===== src/supervisor_pkg.sv =====
package supervisor_pkg;
   // ****************************************
   // timing
   // ****************************************
   localparam int unsigned CLK_FREQ_HZ = 100_000_000;
   localparam int unsigned CLK_PERIOD_NS = 10;
   localparam int unsigned STRETCH_TIME_MS = 200;
   localparam int unsigned WDOG_TIME_MS = 1600;
   // cycles = ms * 1e6 / period_ns
   localparam longint unsigned STRETCH_CYCLES =
      (64'(STRETCH_TIME_MS) * 64'd1_000_000) / 64'(CLK_PERIOD_NS);
   localparam longint unsigned WDOG_CYCLES =
      (64'(WDOG_TIME_MS) * 64'd1_000_000) / 64'(CLK_PERIOD_NS);
   localparam int unsigned CNT_W = 32;
   // ****************************************
   // reset states
   // ****************************************
   typedef enum logic [1:0] {
      RST_HOLD = 2'b00,
      RST_STRETCH = 2'b01,
      RST_RUN = 2'b10
   } rst_state_type;
endpackage : supervisor_pkg


===== src/pin_sync.sv =====
`timescale 1ns/1ns
`default_nettype none
// three-stage synchroniser, change taken when stages 2 and 3 agree
module pin_sync #(
   parameter logic INIT = 1'b0
) (
   // clock and reset
   input wire logic core_clk,
   input wire logic sys_rst,
   // pin and clean level
   input wire logic pinIn,
   output logic levelOut
);
   logic [2:0] stage_r;
   logic [2:0] stage_nxt;
   logic level_r;
   logic level_nxt;

   always_comb begin
      stage_nxt = {stage_r[1:0], pinIn};
      level_nxt = level_r;
      if (stage_r[1] == stage_r[2]) begin
         level_nxt = stage_r[2];
      end
   end

   always_ff @(posedge core_clk) begin
      if (sys_rst) begin
         stage_r <= {3{INIT}};
         level_r <= INIT;
      end else begin
         stage_r <= stage_nxt;
         level_r <= level_nxt;
      end
   end

   assign levelOut = level_r;
endmodule : pin_sync
`default_nettype wire


===== src/supervisor_reset_watchdog.sv =====
`timescale 1ns/1ns
`default_nettype none
// What this block does
// - low supply drives active-high reset high and active-low reset low (low-only when watchdog variant).
// - after low supply clears, reset is held for a 200 ms stretch and then released.
// - an outside pull-down of the active-low reset pin is a manual reset held through the stretch.
// - each edge of the watchdog kick input restarts the watchdog count from zero.
// - with no kick edge for 1.6 s, reset is asserted and followed by the normal stretch.
// - memory write inhibit is asserted whenever the supply is below threshold, from power-up.
// - the auxiliary low output is driven low while the auxiliary sense is below reference.
module supervisor_reset_watchdog
   import supervisor_pkg::*;
#(
   parameter bit HAS_WATCHDOG = 1'b1,
   parameter longint unsigned STRETCH_COUNT = STRETCH_CYCLES,
   parameter longint unsigned WDOG_COUNT = WDOG_CYCLES
) (
   // clock and reset
   input wire logic core_clk,
   input wire logic sys_rst,
   // analog comparator results
   input wire logic supplyLow,
   input wire logic aux_sense_in,
   // watchdog kick pin
   input wire logic watchdog_kick_in,
   // active-low reset pin, open drain
   input wire logic resetNIn,
   output logic resetNOut,
   output logic resetNOe,
   // active-high reset, open drain (two-output variant)
   output logic resetHighOut,
   output logic resetHighOe,
   // auxiliary low, open drain
   output logic aux_low_out,
   output logic auxLowOe,
   // memory write inhibit
   output logic writeInhibit
);
   import supervisor_pkg::*;

   // ****************************************
   // pin synchronisers
   // ****************************************
   logic supplyLowSync;
   logic auxLowSync;
   logic kickSync;
   logic resetPinSync;

   // low supply assumed at power-up so writes stay blocked
   pin_sync #(.INIT(1'b1)) u_sync_supply (
      .core_clk(core_clk),
      .sys_rst(sys_rst),
      .pinIn(supplyLow),
      .levelOut(supplyLowSync)
   );
   pin_sync #(.INIT(1'b0)) u_sync_aux (
      .core_clk(core_clk),
      .sys_rst(sys_rst),
      .pinIn(aux_sense_in),
      .levelOut(auxLowSync)
   );
   pin_sync #(.INIT(1'b0)) u_sync_kick (
      .core_clk(core_clk),
      .sys_rst(sys_rst),
      .pinIn(watchdog_kick_in),
      .levelOut(kickSync)
   );
   pin_sync #(.INIT(1'b0)) u_sync_pin (
      .core_clk(core_clk),
      .sys_rst(sys_rst),
      .pinIn(resetNIn),
      .levelOut(resetPinSync)
   );

   // ****************************************
   // reset sequencer and watchdog
   // ****************************************
   rst_state_type state_r;
   rst_state_type state_nxt;
   logic [CNT_W-1:0] stretchCnt_r;
   logic [CNT_W-1:0] stretchCnt_nxt;
   logic [CNT_W-1:0] wdogCnt_r;
   logic [CNT_W-1:0] wdogCnt_nxt;
   logic kickPrev_r;
   logic kickPrev_nxt;
   logic pinArmed_r;
   logic pinArmed_nxt;
   logic manualReset;
   logic kickEdge;
   logic wdogExpire;

   // our own pull-down lingers in the synchroniser after release, so the pin
   // must be seen high once in run before a low level counts as manual reset;
   // limitation: a button held past the stretch is not seen again until released
   assign manualReset = (state_r == RST_RUN) && pinArmed_r && !resetPinSync;
   assign kickEdge = kickSync ^ kickPrev_r;
   assign wdogExpire = HAS_WATCHDOG && (wdogCnt_r >= CNT_W'(WDOG_COUNT - 1));

   always_comb begin
      state_nxt = state_r;
      stretchCnt_nxt = stretchCnt_r;
      wdogCnt_nxt = wdogCnt_r;
      kickPrev_nxt = kickSync;
      pinArmed_nxt = 1'b0;
      unique case (state_r)
         RST_HOLD: begin
            stretchCnt_nxt = '0;
            wdogCnt_nxt = '0;
            if (!supplyLowSync) begin
               state_nxt = RST_STRETCH;
            end
         end
         RST_STRETCH: begin
            wdogCnt_nxt = '0;
            stretchCnt_nxt = stretchCnt_r + CNT_W'(1);
            if (supplyLowSync) begin
               state_nxt = RST_HOLD;
            end else if (stretchCnt_r >= CNT_W'(STRETCH_COUNT - 1)) begin
               state_nxt = RST_RUN;
            end
         end
         RST_RUN: begin
            pinArmed_nxt = pinArmed_r || resetPinSync;
            if (kickEdge) begin
               wdogCnt_nxt = '0;
            end else begin
               wdogCnt_nxt = wdogCnt_r + CNT_W'(1);
            end
            if (supplyLowSync || manualReset) begin
               state_nxt = RST_HOLD;
            end else if (wdogExpire) begin
               state_nxt = RST_STRETCH;
               stretchCnt_nxt = '0;
               wdogCnt_nxt = '0;
            end
         end
         default: begin
            state_nxt = RST_HOLD;
         end
      endcase
   end

   always_ff @(posedge core_clk) begin
      if (sys_rst) begin
         state_r <= RST_HOLD;
         stretchCnt_r <= '0;
         wdogCnt_r <= '0;
         kickPrev_r <= 1'b0;
         pinArmed_r <= 1'b0;
      end else begin
         state_r <= state_nxt;
         stretchCnt_r <= stretchCnt_nxt;
         wdogCnt_r <= wdogCnt_nxt;
         kickPrev_r <= kickPrev_nxt;
         pinArmed_r <= pinArmed_nxt;
      end
   end

   // ****************************************
   // outputs
   // ****************************************
   logic resetActive_r;
   logic resetActive_nxt;
   logic auxLow_r;
   logic auxLow_nxt;
   logic inhibit_r;
   logic inhibit_nxt;

   always_comb begin
      // hold through stretch, which starts once a manual reset is detected, not on pin release
      resetActive_nxt = (state_nxt != RST_RUN);
      auxLow_nxt = auxLowSync;
      inhibit_nxt = supplyLowSync;
   end

   always_ff @(posedge core_clk) begin
      if (sys_rst) begin
         resetActive_r <= 1'b1;
         auxLow_r <= 1'b0;
         inhibit_r <= 1'b1;
      end else begin
         resetActive_r <= resetActive_nxt;
         auxLow_r <= auxLow_nxt;
         inhibit_r <= inhibit_nxt;
      end
   end

   assign resetNOut = 1'b0;
   assign resetNOe = resetActive_r;
   // only the two-output variant has the active-high pin
   assign resetHighOut = 1'b1;
   assign resetHighOe = resetActive_r && !HAS_WATCHDOG;
   assign aux_low_out = 1'b0;
   assign auxLowOe = auxLow_r;
   assign writeInhibit = inhibit_r;
endmodule : supervisor_reset_watchdog
`default_nettype wire


===== config.mk =====
export PLATFORM = sky130hd
export DESIGN_NAME = supervisor_reset_watchdog
export DESIGN_NICKNAME = d
export VERILOG_FILES = /design/src/supervisor_pkg.sv /design/src/pin_sync.sv /design/src/supervisor_reset_watchdog.sv
export SDC_FILE = /design/constraint.sdc
export NUM_CORES = 1
export LEC_CHECK = 0
export BUFFER_PORTS_ARGS = -buffer_cell sky130_fd_sc_hd__buf_4
export CAP_MARGIN = 20
export CORE_ASPECT_RATIO = 1.25
export CORE_MARGIN = 1
export CORE_UTILIZATION = 56
export DETAILED_ROUTE_END_ITERATION = 10
export PLACE_DENSITY = 0.83
export SLEW_MARGIN = 15
export SYNTH_ARGS = -nofsm -noshare
export SYNTH_HDL_FRONTEND = slang
export SYNTH_SLANG_ARGS = --single-unit

===== constraint.sdc =====
create_clock -name core_clk -period 2.27 [get_ports core_clk]
set_input_delay 0.227 -clock core_clk [delete_from_list [all_inputs] [get_ports core_clk]]
set_output_delay 0.227 -clock core_clk [all_outputs]
set_load 0.02 [all_outputs]

**Word level (Yosys, flattened, before mapping)**

Index checks and enable logic that the tools add are counted.

- Bits in registers: 87
- Output and inout bits: 7
- Logic and storage cells: 55

- Add/subtract/negate cells: 2
- Magnitude comparators: 2
- Eq/ne operators: 9
- Multiplexer cells: 13
- Bitwise logic cells: 2
- Reductions and logical operators: 11

Operator list:

| kind | count |
|---|---|
| 2-to-1 mux 32 bit | 5 |
| case mux 32 bit (3 select lines) | 1 |
| adder 32 x 1 -> 32 bit (second input constant) | 2 |
| case mux 32 bit (2 select lines) | 1 |
| greater-or-equal comparator 32 x 25 -> 1 bit (second input constant) | 1 |
| greater-or-equal comparator 32 x 28 -> 1 bit (second input constant) | 1 |
| 2-to-1 mux 2 bit | 5 |
| != test 2 bit (second input constant) | 3 |
| case mux 2 bit (3 select lines) | 1 |
| == test 1 bit | 4 |
| OR reduction 2 bit | 2 |
| AND reduction 3 bit | 1 |
| nonzero test 3 bit | 1 |
| == test 2 x 1 -> 1 bit (second input constant) | 1 |
| == test 2 bit (second input constant) | 1 |
| logical AND 1 bit | 2 |
| zero test 2 bit | 1 |
| logical OR 1 bit | 2 |
| nonzero test 2 bit | 1 |
| zero test 1 bit | 1 |
| inverter 1 bit | 1 |
| bitwise XOR 1 bit | 1 |

**Logic depth before layout (Yosys ltp)**

Gate-level depths: netlist (run 1).

- Depth in word-level cells: 7
- Depth in mapped cells: 9
- Gate-level depth less buffers: 7

**Cells and area by module**

From an unflattened synthesis (run 1), not the netlist that was laid out.

- Cell total of the unflattened synthesis: 545
- Area total of the unflattened synthesis: 4,406.7 µm²

Modules (own cells, without submodules):

| module | times used | cells an instance | area an instance (µm²) |
|---|---|---|---|
| supervisor_reset_watchdog | 1 | 505 | 3,953.8 |
| pin_sync at u_sync_aux ... | 3 | 10 | 112.6 |
| pin_sync at u_sync_supply | 1 | 10 | 115.1 |

**Least setup slack after synthesis (run 1)**

OpenSTA, ideal clock, no wires.

- Path kind: reg-to-reg
- Start point: register wdogCnt_r[0]
- End point: register wdogCnt_r[20]
- Library setup time: 62 ps
- Data arrival time: 2,176 ps
- Data required time: 2,208 ps
- Path slack: 32 ps
- Cell stages (with the launch flop): 9
- Buffers on the path: 1
- Period minus slack after synthesis: 2,238 ps
- Cells stage by stage: dfxtp_1 -> ha_1 -> inv_1 -> nor4_2 -> o211a_2 -> or4_4 -> buf_6 -> or4_1 -> nand3_1

- Longest elaborated chain between the ends: 5
- Elaborated cells on any way between the ends: 6

RTL lines:

| element | RTL line | RTL |
|---|---|---|
| start: declaration | supervisor_reset_watchdog.sv:82 | `logic [CNT_W-1:0] wdogCnt_r;` |
| start signal: assignment | supervisor_reset_watchdog.sv:153 | `wdogCnt_r <= wdogCnt_nxt;` |
| adder 32 x 1 -> 32 bit | supervisor_reset_watchdog.sv:127 | `wdogCnt_nxt = wdogCnt_r + CNT_W'(1);` |
| 2-to-1 mux 32 bit | supervisor_reset_watchdog.sv:124 | `if (kickEdge) begin` |
| 2-to-1 mux 32 bit | supervisor_reset_watchdog.sv:131 | `end else if (wdogExpire) begin` |
| 2-to-1 mux 32 bit * | supervisor_reset_watchdog.sv:129 | `if (supplyLowSync \|\| manualReset) begin` |
| case mux 32 bit (2 select lines) * | supervisor_reset_watchdog.sv:105 | `unique case (state_r)` |

Mark *: on every way between the ends. The rest lies on a longest branch, timed or not.
A chain may end at the register's enable or synchronous reset.

**Worst setup path after layout (run 1)**

Ends and elaborated chain as after synthesis.

==> results of run 1 <==
[worst max-delay path, cell delays in order (launching register included)]
cell and delay [ps]:
dfxtp_2 340, ha_2 190, inv_1 130, nor4_4 70
o211a_2 270, or4_4 570, or4_1 550, nand3_1 110
[layout by cell type, fill, tap and decap left out, types with 3 or more instances in the layout]
cell type,n
and4_1,3
nor3_1,9
and3_1,7
o311ai_0,4
nor4_1,6
o211ai_1,5
or4_1,15
conb_1,4
nand4_1,15
nor2b_1,13
dfxtp_1,75
or3_4,5
inv_1,21
inv_6,3
clkbuf_8,9
o21ai_0,26
buf_4,62
nand2b_1,5
o21ai_1,6
xnor2_1,3
a32oi_1,3
a21oi_1,44
a31oi_1,4
or4_4,4
nor2_1,20
and3_4,3
nand3_1,41
o31ai_1,16
dfxtp_2,10
or2_2,5
mux2i_1,3
nand2_1,57
nor4_4,4
or3_1,26
[registers in the layout (all words and copies together) (netlist names)]
signal / flops
writeInhibit: 1
state_r: 2
u_sync_pin.levelOut: 1
wdogCnt_r: 32
stretchCnt_r: 32
u_sync_aux.levelOut: 1
u_sync_pin.stage_r: 3
kickPrev_r: 1
u_sync_supply.stage_r: 3
u_sync_kick.levelOut: 1
u_sync_kick.stage_r: 3
u_sync_supply.levelOut: 1
u_sync_aux.stage_r: 3
resetNOe: 1
pinArmed_r: 1
auxLowOe: 1
[layer usage]
layer	vias to the layer above	GRT usage	routed length [um]
met3	39	0.0500	635
met5	-	0	0
met1	2110	0.297	4410
met4	0	0.118	395
li1	2080	-	-
met2	186	0.482	6040
[logic make-up (layout without fill, tap and decap cells)]
group	count (synthesis)	count (layout)	share of synthesized area
XOR/XNOR	4	4	0.00815
multiplexers	3	3	0.00698
AO/OA/AOI/OAI	131	131	0.191
adder cells (fa/ha/maj)	2	2	0.00582
other	2	4	0.00175
flip-flops	87	87	0.405
AND/OR/NAND/NOR	251	254	0.326
buffers and inverters	49	104	0.0547
[repair_timing]
action | in CTS | in global routing
setup buffers | 0 | 12
endpoints found under the setup margin | 8 | 50
resized for setup | 1 | 48
cloned | 0 | 4
pin swaps | 0 | 27
[area by class of cell]
cell class                 count  area [um2]  share of cell area
clock buffer                   9         124              0.0238
multi-input combinational    398        2490               0.478
inverter                      21        78.8              0.0151
tap                           92         115              0.0221
timing repair buffer          67         548               0.105
clock inverter                 7        95.1              0.0182
sequential                    87        1760               0.338
[power groups by stage]
stage / logic, mW / clock network [mW] / registers (mW)
floorplan: 0.0251 / 0 / 1.57
global placement: 0.0282 / 0 / 1.57
detailed placement: 0.0296 / 0 / 1.57
CTS: 0.0296 / 1.20 / 1.54
global route: 0.0326 / 1.26 / 1.54
finish: 0.0301 / 1.19 / 1.53
[per-stage QoR]
step                area [um2]  hold slack (ps)
floorplan                 4310              331
global placement          4700              395
detailed placement        4700              404
CTS                       4920             21.8
global route              5210             27.9
finish                    5210             28.6
[how the worst max path moves through the flow]
stage,startpoint,to,slack [ps],cells after the start
after floorplan,wdogCnt_r[0],wdogCnt_r[20],30,8
after global placement,wdogCnt_r[28],wdogCnt_r[15],30,7
after detailed placement,wdogCnt_r[28],wdogCnt_r[10],-20,7
after CTS,wdogCnt_r[3],stretchCnt_r[31],-20,6
after global routing,wdogCnt_r[31],wdogCnt_r[20],-130,6
final,wdogCnt_r[0],wdogCnt_r[20],-30,7
==> impl_metrics.env, run 1 <==
export IMPL_synth_area_per_cell_um2=8.13
export IMPL_vias=4415
export IMPL_yosys_area_top_type="dfxtp_1"
export IMPL_r2r_slack_ps=-30
export IMPL_finalWirelength_mm=11.5
export IMPL_synth_edf_count=0
export IMPL_period_needed_ps=2300
export IMPL_crit_fanout=6
export IMPL_endpoint_kind="flip-flop"
export IMPL_wl_per_cell_um=16.9
export IMPL_drtPass1Iterations=5
export IMPL_setup_worst_path_class="reg2reg"
export IMPL_synth_top_area_share=0.405
export IMPL_drc=0
export IMPL_hold_path_end="u_sync_supply.stage_r[0]"
export IMPL_first_iter_violations=295
export IMPL_power_frac_seq=0.558
export IMPL_fin_crit_sh=1.01
export IMPL_p_sw_mw=0.666
export IMPL_cts_tree="built"
export IMPL_synth_warnings=0
export IMPL_max_slew_worst_pin_slew_ps=987
export IMPL_r2r_cells=7
export IMPL_finalMaxSlewViolations=0
export IMPL_ioPinCount=13
export IMPL_regToRegStartpoint="wdogCnt_r[0]"
export IMPL_layout_drive_gt1_share=0.229
export IMPL_ys_ff_latch=87
export IMPL_power_density_mw_per_mm2=528
export IMPL_diodes=0
export IMPL_die_w_um=80.4
export IMPL_swShare=0.242
export IMPL_ys_flop_type="dfxtp_1"
export IMPL_dp_slack_ps=-15.1
export IMPL_pwr_share_clk=0.432
export IMPL_n_fill_cell=519
export IMPL_synth_area_leaders="dfxtp_1, a21oi_1, nand3_1, nand2_1, or3_1"
export IMPL_path_clk_slew_ps=100
export IMPL_rsz0062_at_grt="true"
export IMPL_finalSetupTns_ps=-27.4
export IMPL_hold_buffers=0
export IMPL_hold_depth=2
export IMPL_setup_ws_ps=-27.4
export IMPL_total_power_mw=2.75
export IMPL_coreArea_mm2=0.00740
export IMPL_ys_seq_area_frac=0.405
export IMPL_viasPerCell=6.48
export IMPL_peakVddDrop_mv=0.415
export IMPL_dieArea_mm2=0.00804
export IMPL_grt_overflow_total=0
export IMPL_placedCellCount=649
export IMPL_grt_pass1_wl_mm=17.0
export IMPL_first_global_vias=3883
export IMPL_yosys_cell_types_count=60
export IMPL_fin_skew_ps=9.76
export IMPL_grt_max_degree=33
export IMPL_finalNonFillerCells=681
export IMPL_cp_arrival_ps=2610
export IMPL_cts_sinks=87
export IMPL_portBuffers=8
export IMPL_num_rows=35
export IMPL_die_y_um=100
export IMPL_cts_root_buf="clkbuf_8"
export IMPL_final_setup_viol_count=1
export IMPL_outcome="finished with violations"
export IMPL_grt_use_total=0.266
export IMPL_clk_path_buf_depth=2
export IMPL_finalWeightedCongestion=0.874
export IMPL_crit_path_start_kind="flip-flop"
export IMPL_dp_hpwl_mm=7.11
export IMPL_final_nets=592
export IMPL_combPwrFrac=0.011
export IMPL_hold_class="in2reg"
export IMPL_cp_required_ps=2580
export IMPL_synth_most_common_cell="dfxtp_1"
export IMPL_max_freq_mhz=435
export IMPL_clock_latency_ps=380
export IMPL_finalHoldViolCount=0
export IMPL_p_leak_nw=1.76
export IMPL_r2r_end="wdogCnt_r[20]"
export IMPL_synthToLayoutAreaGrowth_pct=21.2
export IMPL_violations="negative setup slack"
export IMPL_cts_buffers=9
export IMPL_drv_cap=0
export IMPL_final_core_util=0.704
export IMPL_ctsHtreeMaxLevel=3
export IMPL_synthTopCellsByCount="dfxtp_1, nand2_1, a21oi_1, nand3_1, o21ai_0"
export IMPL_internal_power_mw=2.09
export IMPL_hp_start="supplyLow"
export IMPL_maxSlewHeadroom=0.342
export IMPL_antenna_found_initial=0
export IMPL_antenna_left=0
export IMPL_syn_area_mm2=0.00430
export IMPL_syn_inst=529
export IMPL_async_reset_ff_frac=0
export IMPL_initial_utilization=0.581
No activity file was read; power rests on OpenSTA's default activity.
==> run 2, diff against run 1 <==
Settings changed: ABC_AREA set to 1, CORE_UTILIZATION 56 to 57, PLACE_DENSITY 0.83 to 0.84.
==> impl_metrics.env, run 2 <==
export IMPL_ys_ff_latch=87
export IMPL_wl_per_cell_um=13.9
export IMPL_r2r_slack_ps=250
export IMPL_hold_buffers=0
export IMPL_clock_latency_ps=370
export IMPL_drc=0
export IMPL_syn_inst=803
export IMPL_finalHoldViolCount=0
export IMPL_cts_root_buf="clkbuf_8"
export IMPL_synthSimpleGateAreaFrac=0.428
export IMPL_synthToLayoutAreaGrowth_pct=6.42
export IMPL_antenna_found_initial=0
export IMPL_critical_path_top_delay_family="compound AO/OA/AOI/OAI gates"
export IMPL_synthTopCellsByCount="nand2_1, nor2_1, dfxtp_1, inv_1, nand3_1"
export IMPL_cp_arrival_ps=2320
export IMPL_coreArea_mm2=0.00875
export IMPL_hold_path_end="u_sync_supply.stage_r[0]"
export IMPL_dieArea_mm2=0.00948
export IMPL_hold_depth=2
export IMPL_fin_crit_sh=0.891
export IMPL_cts_tree="built"
export IMPL_synthAdderAreaFrac=0.00483
export IMPL_synth_edf_count=0
export IMPL_final_core_util=0.631
export IMPL_synth_area_leaders="dfxtp_1, nand2_1, nor2_1, nand3_1, a21oi_1"
export IMPL_final_cell_mix="nand2_1, nor2_1, dfxtp_1, inv_1, nand3_1"
export IMPL_regToRegStartpoint="wdogCnt_r[0]"
export IMPL_cp_slowest_stage_delay_ps=560
export IMPL_antenna_left=0
export IMPL_grt_use_total=0.295
export IMPL_peakVddDrop_mv=0.396
export IMPL_r2r_cells=10
export IMPL_async_reset_ff_frac=0
export IMPL_finalWeightedCongestion=0.955
export IMPL_synth_warnings=0
export IMPL_cts_sinks=87
export IMPL_dp_slack_ps=72.7
export IMPL_rsz0062_at_grt="false"
export IMPL_first_global_vias=4912
export IMPL_synthXorXnorAreaFrac=0.0355
export IMPL_setup_ws_ps=247
export IMPL_hp_start="supplyLow"
export IMPL_n_fill_cell=837
export IMPL_grt_pass1_wl_mm=22.1
export IMPL_final_common_cell="nand2_1"
export IMPL_cp_cell_sequence="ha_1, nand3_4, nor2_4, nand2_2, nand2_2, nand2_2, nand2_4, o21ai_4, nand2_1, a21oi_1"
export IMPL_endpoint_kind="flip-flop"
export IMPL_max_freq_mhz=494
export IMPL_outcome="finished, final reports clean"
export IMPL_final_setup_viol_count=0
export IMPL_synth_compound_gate_area_share=0.108
export IMPL_first_iter_violations=264
export IMPL_synth_most_common_cell="nand2_1"
export IMPL_power_density_mw_per_mm2=488
export IMPL_crit_fanout=16
export IMPL_clk_path_buf_depth=2
export IMPL_reg_top3="stretchCnt_r x32, wdogCnt_r x32"
export IMPL_p_leak_nw=1.97
export IMPL_portBuffers=8
export IMPL_ys_flop_type="dfxtp_1"
export IMPL_synth_top_family_by_area="simple AND/OR/NAND/NOR gates"
export IMPL_grt_overflow_total=0
export IMPL_die_y_um=109
export IMPL_yosys_area_top_type="dfxtp_1"
export IMPL_hold_class="in2reg"
export IMPL_initial_utilization=0.593
export IMPL_crit_path_start_kind="flip-flop"
export IMPL_setup_worst_path_class="reg2reg"
export IMPL_cpMostUsedCell="nand2_2"
export IMPL_ctsHtreeMaxLevel=3
export IMPL_max_slew_worst_pin_slew_ps=647
export IMPL_cts_resized=0
export IMPL_synth_top_area_share=0.336
export IMPL_period_needed_ps=2020
export IMPL_vias=5103
export IMPL_maxSlewHeadroom=0.567
export IMPL_grt_max_degree=56
export IMPL_path_clk_slew_ps=100
export IMPL_cts_buffers=9
export IMPL_final_nets=814
export IMPL_finalSetupTns_ps=0
export IMPL_die_w_um=87.3
export IMPL_yosys_cell_types_count=36
export IMPL_cp_required_ps=2570
export IMPL_synthMuxAreaShare=0
export IMPL_num_rows=38
export IMPL_crit_slowest_cell="o21ai_4"
export IMPL_diodes=0
export IMPL_r2r_end="stretchCnt_r[29]"
export IMPL_drv_cap=0
export IMPL_synth_area_per_cell_um2=6.46
export IMPL_path_buf_inv=0
export IMPL_total_power_mw=2.69
export IMPL_cts_setup_buffers=0
export IMPL_viasPerCell=5.48
export IMPL_drtPass1Iterations=4
export IMPL_ys_seq_area_frac=0.336
export IMPL_holdWs_ps=33.7
export IMPL_dp_hpwl_mm=9.36
export IMPL_ioPinCount=13
export IMPL_finalWirelength_mm=12.9
export IMPL_finalMaxSlewViolations=0
export IMPL_layout_drive_gt1_share=0.110
export IMPL_fin_skew_ps=10.3
export IMPL_syn_area_mm2=0.00518
-- run 2: cell count changes after synthesis, moves of 17 or more --
cell	previous run	this run
a21oi_1	44	69
nand2_1	57	211
or3_1	30	0
inv_1	21	73
nor2_1	22	116
o21ai_0	32	7
or4_1	17	0
nand3_1	43	71
-- run 2: metrics by stage --
stage | cells | area, um2
2_1_floorplan | 805 | 5190
3_3_place_gp | 914 | 5300
3_5_place_dp | 914 | 5300
4_1_cts | 930 | 5500
5_1_grt | 931 | 5520
6_report | 931 | 5520
-- run 2: layer usage --
layer	vias to the layer above	routed length (um)	share of wire	global-route usage
met5	-	0	0	0
met4	0	753	0.058	0.172
met3	49	561	0.043	0.0515
met2	162	6380	0.49	0.525
met1	2316	5230	0.40	0.328
li1	2576	-	-	-
-- run 2: report_power, final --
part	internal [mW]	total, mW	leakage (nW)	switching (mW)
clock	0.459	1.10	0.103	0.645
sequential	1.53	1.54	0.703	0.00329
combinational	0.0119	0.0495	1.17	0.0377
-- run 2: logic make-up after synthesis --
| group | Yosys count |
|---|---|
| compound gates | 97 |
| buf+inv | 103 |
| simple gates | 491 |
| fa+ha+maj | 2 |
| other cells | 2 |
| flops | 87 |
| xor+xnor | 21 |
-- run 2: layout make-up --
type | instances | area [um2] | area share
inverters | 76 | 285 | 0.0517
flip-flops and latches | 87 | 1740 | 0.316
multi-input cells | 616 | 3020 | 0.547
well taps | 120 | 150 | 0.0272
clock buffers | 10 | 138 | 0.0249
repair buffers | 16 | 120 | 0.0218
clock inverters | 6 | 62.6 | 0.0113
-- run 2: worst max-delay path by stage --
stage / from / endpoint / slack (ps) / cells after the start
after floorplan: wdogCnt_r[1] / stretchCnt_r[0] / 610 / 11
after detailed placement: wdogCnt_r[0] / stretchCnt_r[26] / 70 / 10
final: wdogCnt_r[0] / stretchCnt_r[29] / 250 / 10
after global placement: wdogCnt_r[0] / stretchCnt_r[31] / 170 / 10
after CTS: wdogCnt_r[0] / stretchCnt_r[26] / 50 / 10
after global routing: wdogCnt_r[1] / state_r[0] / 120 / 11
==> run 3, diff against run 2 <==
Settings changed: CORE_UTILIZATION 57 to 60.
Clock period 2.27 ns to 2.1 ns, I/O delays scaled along.
==> impl_metrics.env, run 3 (synthesis gave the netlist of run 2 again) <==
export IMPL_outcome="finished, final reports clean"
export IMPL_finalMaxSlewViolations=0
export IMPL_r2r_slack_ps=140
export IMPL_crit_fanout=7
export IMPL_placed_area_mm2=0.00530
export IMPL_holdWs_ps=9.75
export IMPL_multi_input_area_mm2=0.00302
export IMPL_reg_top3="stretchCnt_r x32, wdogCnt_r x32"
export IMPL_antenna_left=0
export IMPL_die_y_um=106
export IMPL_viasPerCell=5.63
export IMPL_finalSetupTns_ps=0
export IMPL_cp_required_ps=2380
export IMPL_route_met2_wl_mm=6.85
export IMPL_startpoint="state_r[0]"
export IMPL_r2r_end="stretchCnt_r[0]"
export IMPL_finalInstanceArea_mm2=0.00558
export IMPL_vias=5155
export IMPL_first_iter_violations=315
export IMPL_drc=0
export IMPL_power_density_mw_per_mm2=550
export IMPL_cts_root_buf="clkbuf_8"
export IMPL_clock_latency_ps=380
export IMPL_grt_pass1_wl_mm=22.4
export IMPL_setup_worst_path_class="reg2reg"
export IMPL_clk_path_buf_depth=2
export IMPL_total_power_mw=3.07
export IMPL_fin_skew_ps=9.73
export IMPL_drtPass1Iterations=5
export IMPL_first_global_vias=4904
export IMPL_dp_hpwl_mm=9.86
export IMPL_cp_arrival_ps=2240
export IMPL_n_fill_cell=758
export IMPL_max_freq_mhz=510
export IMPL_finalWeightedCongestion=0.973
export IMPL_p_leak_nw=2.03
export IMPL_ioPinCount=13
export IMPL_path_clk_slew_ps=90
export IMPL_rsz0062_at_grt="false"
export IMPL_cts_buffers=9
export IMPL_regToRegStartpoint="state_r[0]"
export IMPL_maxSlewHeadroom=0.583
export IMPL_cts_tree="built"
export IMPL_max_slew_worst_pin_slew_ps=623
export IMPL_crit_path_end="stretchCnt_r[0]"
export IMPL_grt_max_degree=52
export IMPL_layout_drive_gt1_share=0.117
export IMPL_portBuffers=8
export IMPL_grt_use_total=0.317
export IMPL_wl_per_cell_um=14.8
export IMPL_antenna_found_initial=0
export IMPL_period_needed_ps=1960
export IMPL_drt_met1_wl_mm=5.21
export IMPL_routed_top_layer="met4"
export IMPL_cts_sinks=87
export IMPL_drv_cap=0
export IMPL_ctsHtreeMaxLevel=3
export IMPL_peakVddDrop_mv=0.413
export IMPL_final_setup_viol_count=0
export IMPL_die_w_um=85.1
export IMPL_r2r_cells=8
export IMPL_initial_utilization=0.626
export IMPL_final_cell_mix="nand2_1, nor2_1, dfxtp_1, inv_1, nand3_1"
export IMPL_synthToLayoutAreaGrowth_pct=7.70
export IMPL_finalHoldViolCount=0
export IMPL_crit_path_start_kind="flip-flop"
export IMPL_final_nets=821
export IMPL_wl_met3_um=478
export IMPL_hold_class="in2reg"
export IMPL_final_common_cell="nand2_1"
export IMPL_dieArea_mm2=0.00902
export IMPL_diodes=0
export IMPL_finalWirelength_mm=13.5
export IMPL_fin_crit_sh=0.933
export IMPL_ff_latch_area_mm2=0.00174
export IMPL_endpoint_kind="flip-flop"
export IMPL_coreArea_mm2=0.00829
export IMPL_num_rows=37
export IMPL_grt_overflow_total=0
## run 3: cell types whose count changed in the layout (fill, tap and decap cells not counted)
cell and delta:
clkinv_2 +1, bufinv_16 +2, inv_6 -1, buf_6 +1, clkbuf_8 -1, clkinv_8 -1
buf_4 +5, buf_12 +1
## run 3: layout make-up
class                      count  share of cell area
clock buffer                   9              0.0222
multi-input combinational    616               0.541
timing repair buffer          23              0.0338
tap                           97              0.0217
inverter                      76              0.0511
clock inverter                 7              0.0184
sequential                    87               0.312
## run 3: metrics by stage
| step | setup slack [ps] | instances | utilization |
|---|---|---|---|
| after global routing | 58.2 | 915 | 0.674 |
| final | 141 | 915 | 0.674 |
| after floorplan | 440 | 805 | - |
| after global placement | 15.8 | 895 | 0.640 |
| after detailed placement | -50.3 | 895 | 0.640 |
| after CTS | 42.1 | 912 | 0.669 |
## run 3: power breakdown
part	internal, mW	total, mW	switching, mW
Clock	0.687	1.36	0.669
Combinational	0.0142	0.0549	0.0407
Sequential	1.66	1.66	0.00349
Total	2.36	3.07	0.714
## run 3: worst min path at each step
stage | startpoint | end | slack, ps | cells past startpoint
2_1_floorplan | supplyLow | u_sync_supply.stage_r[0] | 310 | 1
3_5_place_dp | u_sync_kick.stage_r[0] | u_sync_kick.stage_r[1] | 390 | 2
3_3_place_gp | u_sync_pin.stage_r[0] | u_sync_pin.stage_r[1] | 390 | 2
6_report | supplyLow | u_sync_supply.stage_r[0] | 10 | 2
4_1_cts | supplyLow | u_sync_supply.stage_r[0] | 6 | 2
5_1_grt | supplyLow | u_sync_supply.stage_r[0] | 9 | 2
## run 3: metal layers
layer	track usage	up-vias
met5	0	-
met4	0.246	0
met3	0.0404	62
met2	0.563	146
met1	0.337	2354
li1	-	2593
## run 3: critical path, stage by stage, from the launching register on
cell and delay [ps]:
dfxtp_1 390, inv_1 100, nand2_2 210, o21ai_2 170, o21ai_1 450, o21ai_4 160, buf_4 210, o21ai_2 120
inv_1 50
## run 3: repair_timing
action / CTS / global route
pin swaps: 0 / 1
hold buffers: 0 / 0
cloned: 1 / 0
gates resized for setup: 1 / 0
setup buffers: 0 / 2
endpoints found under the setup margin: 31 / 3
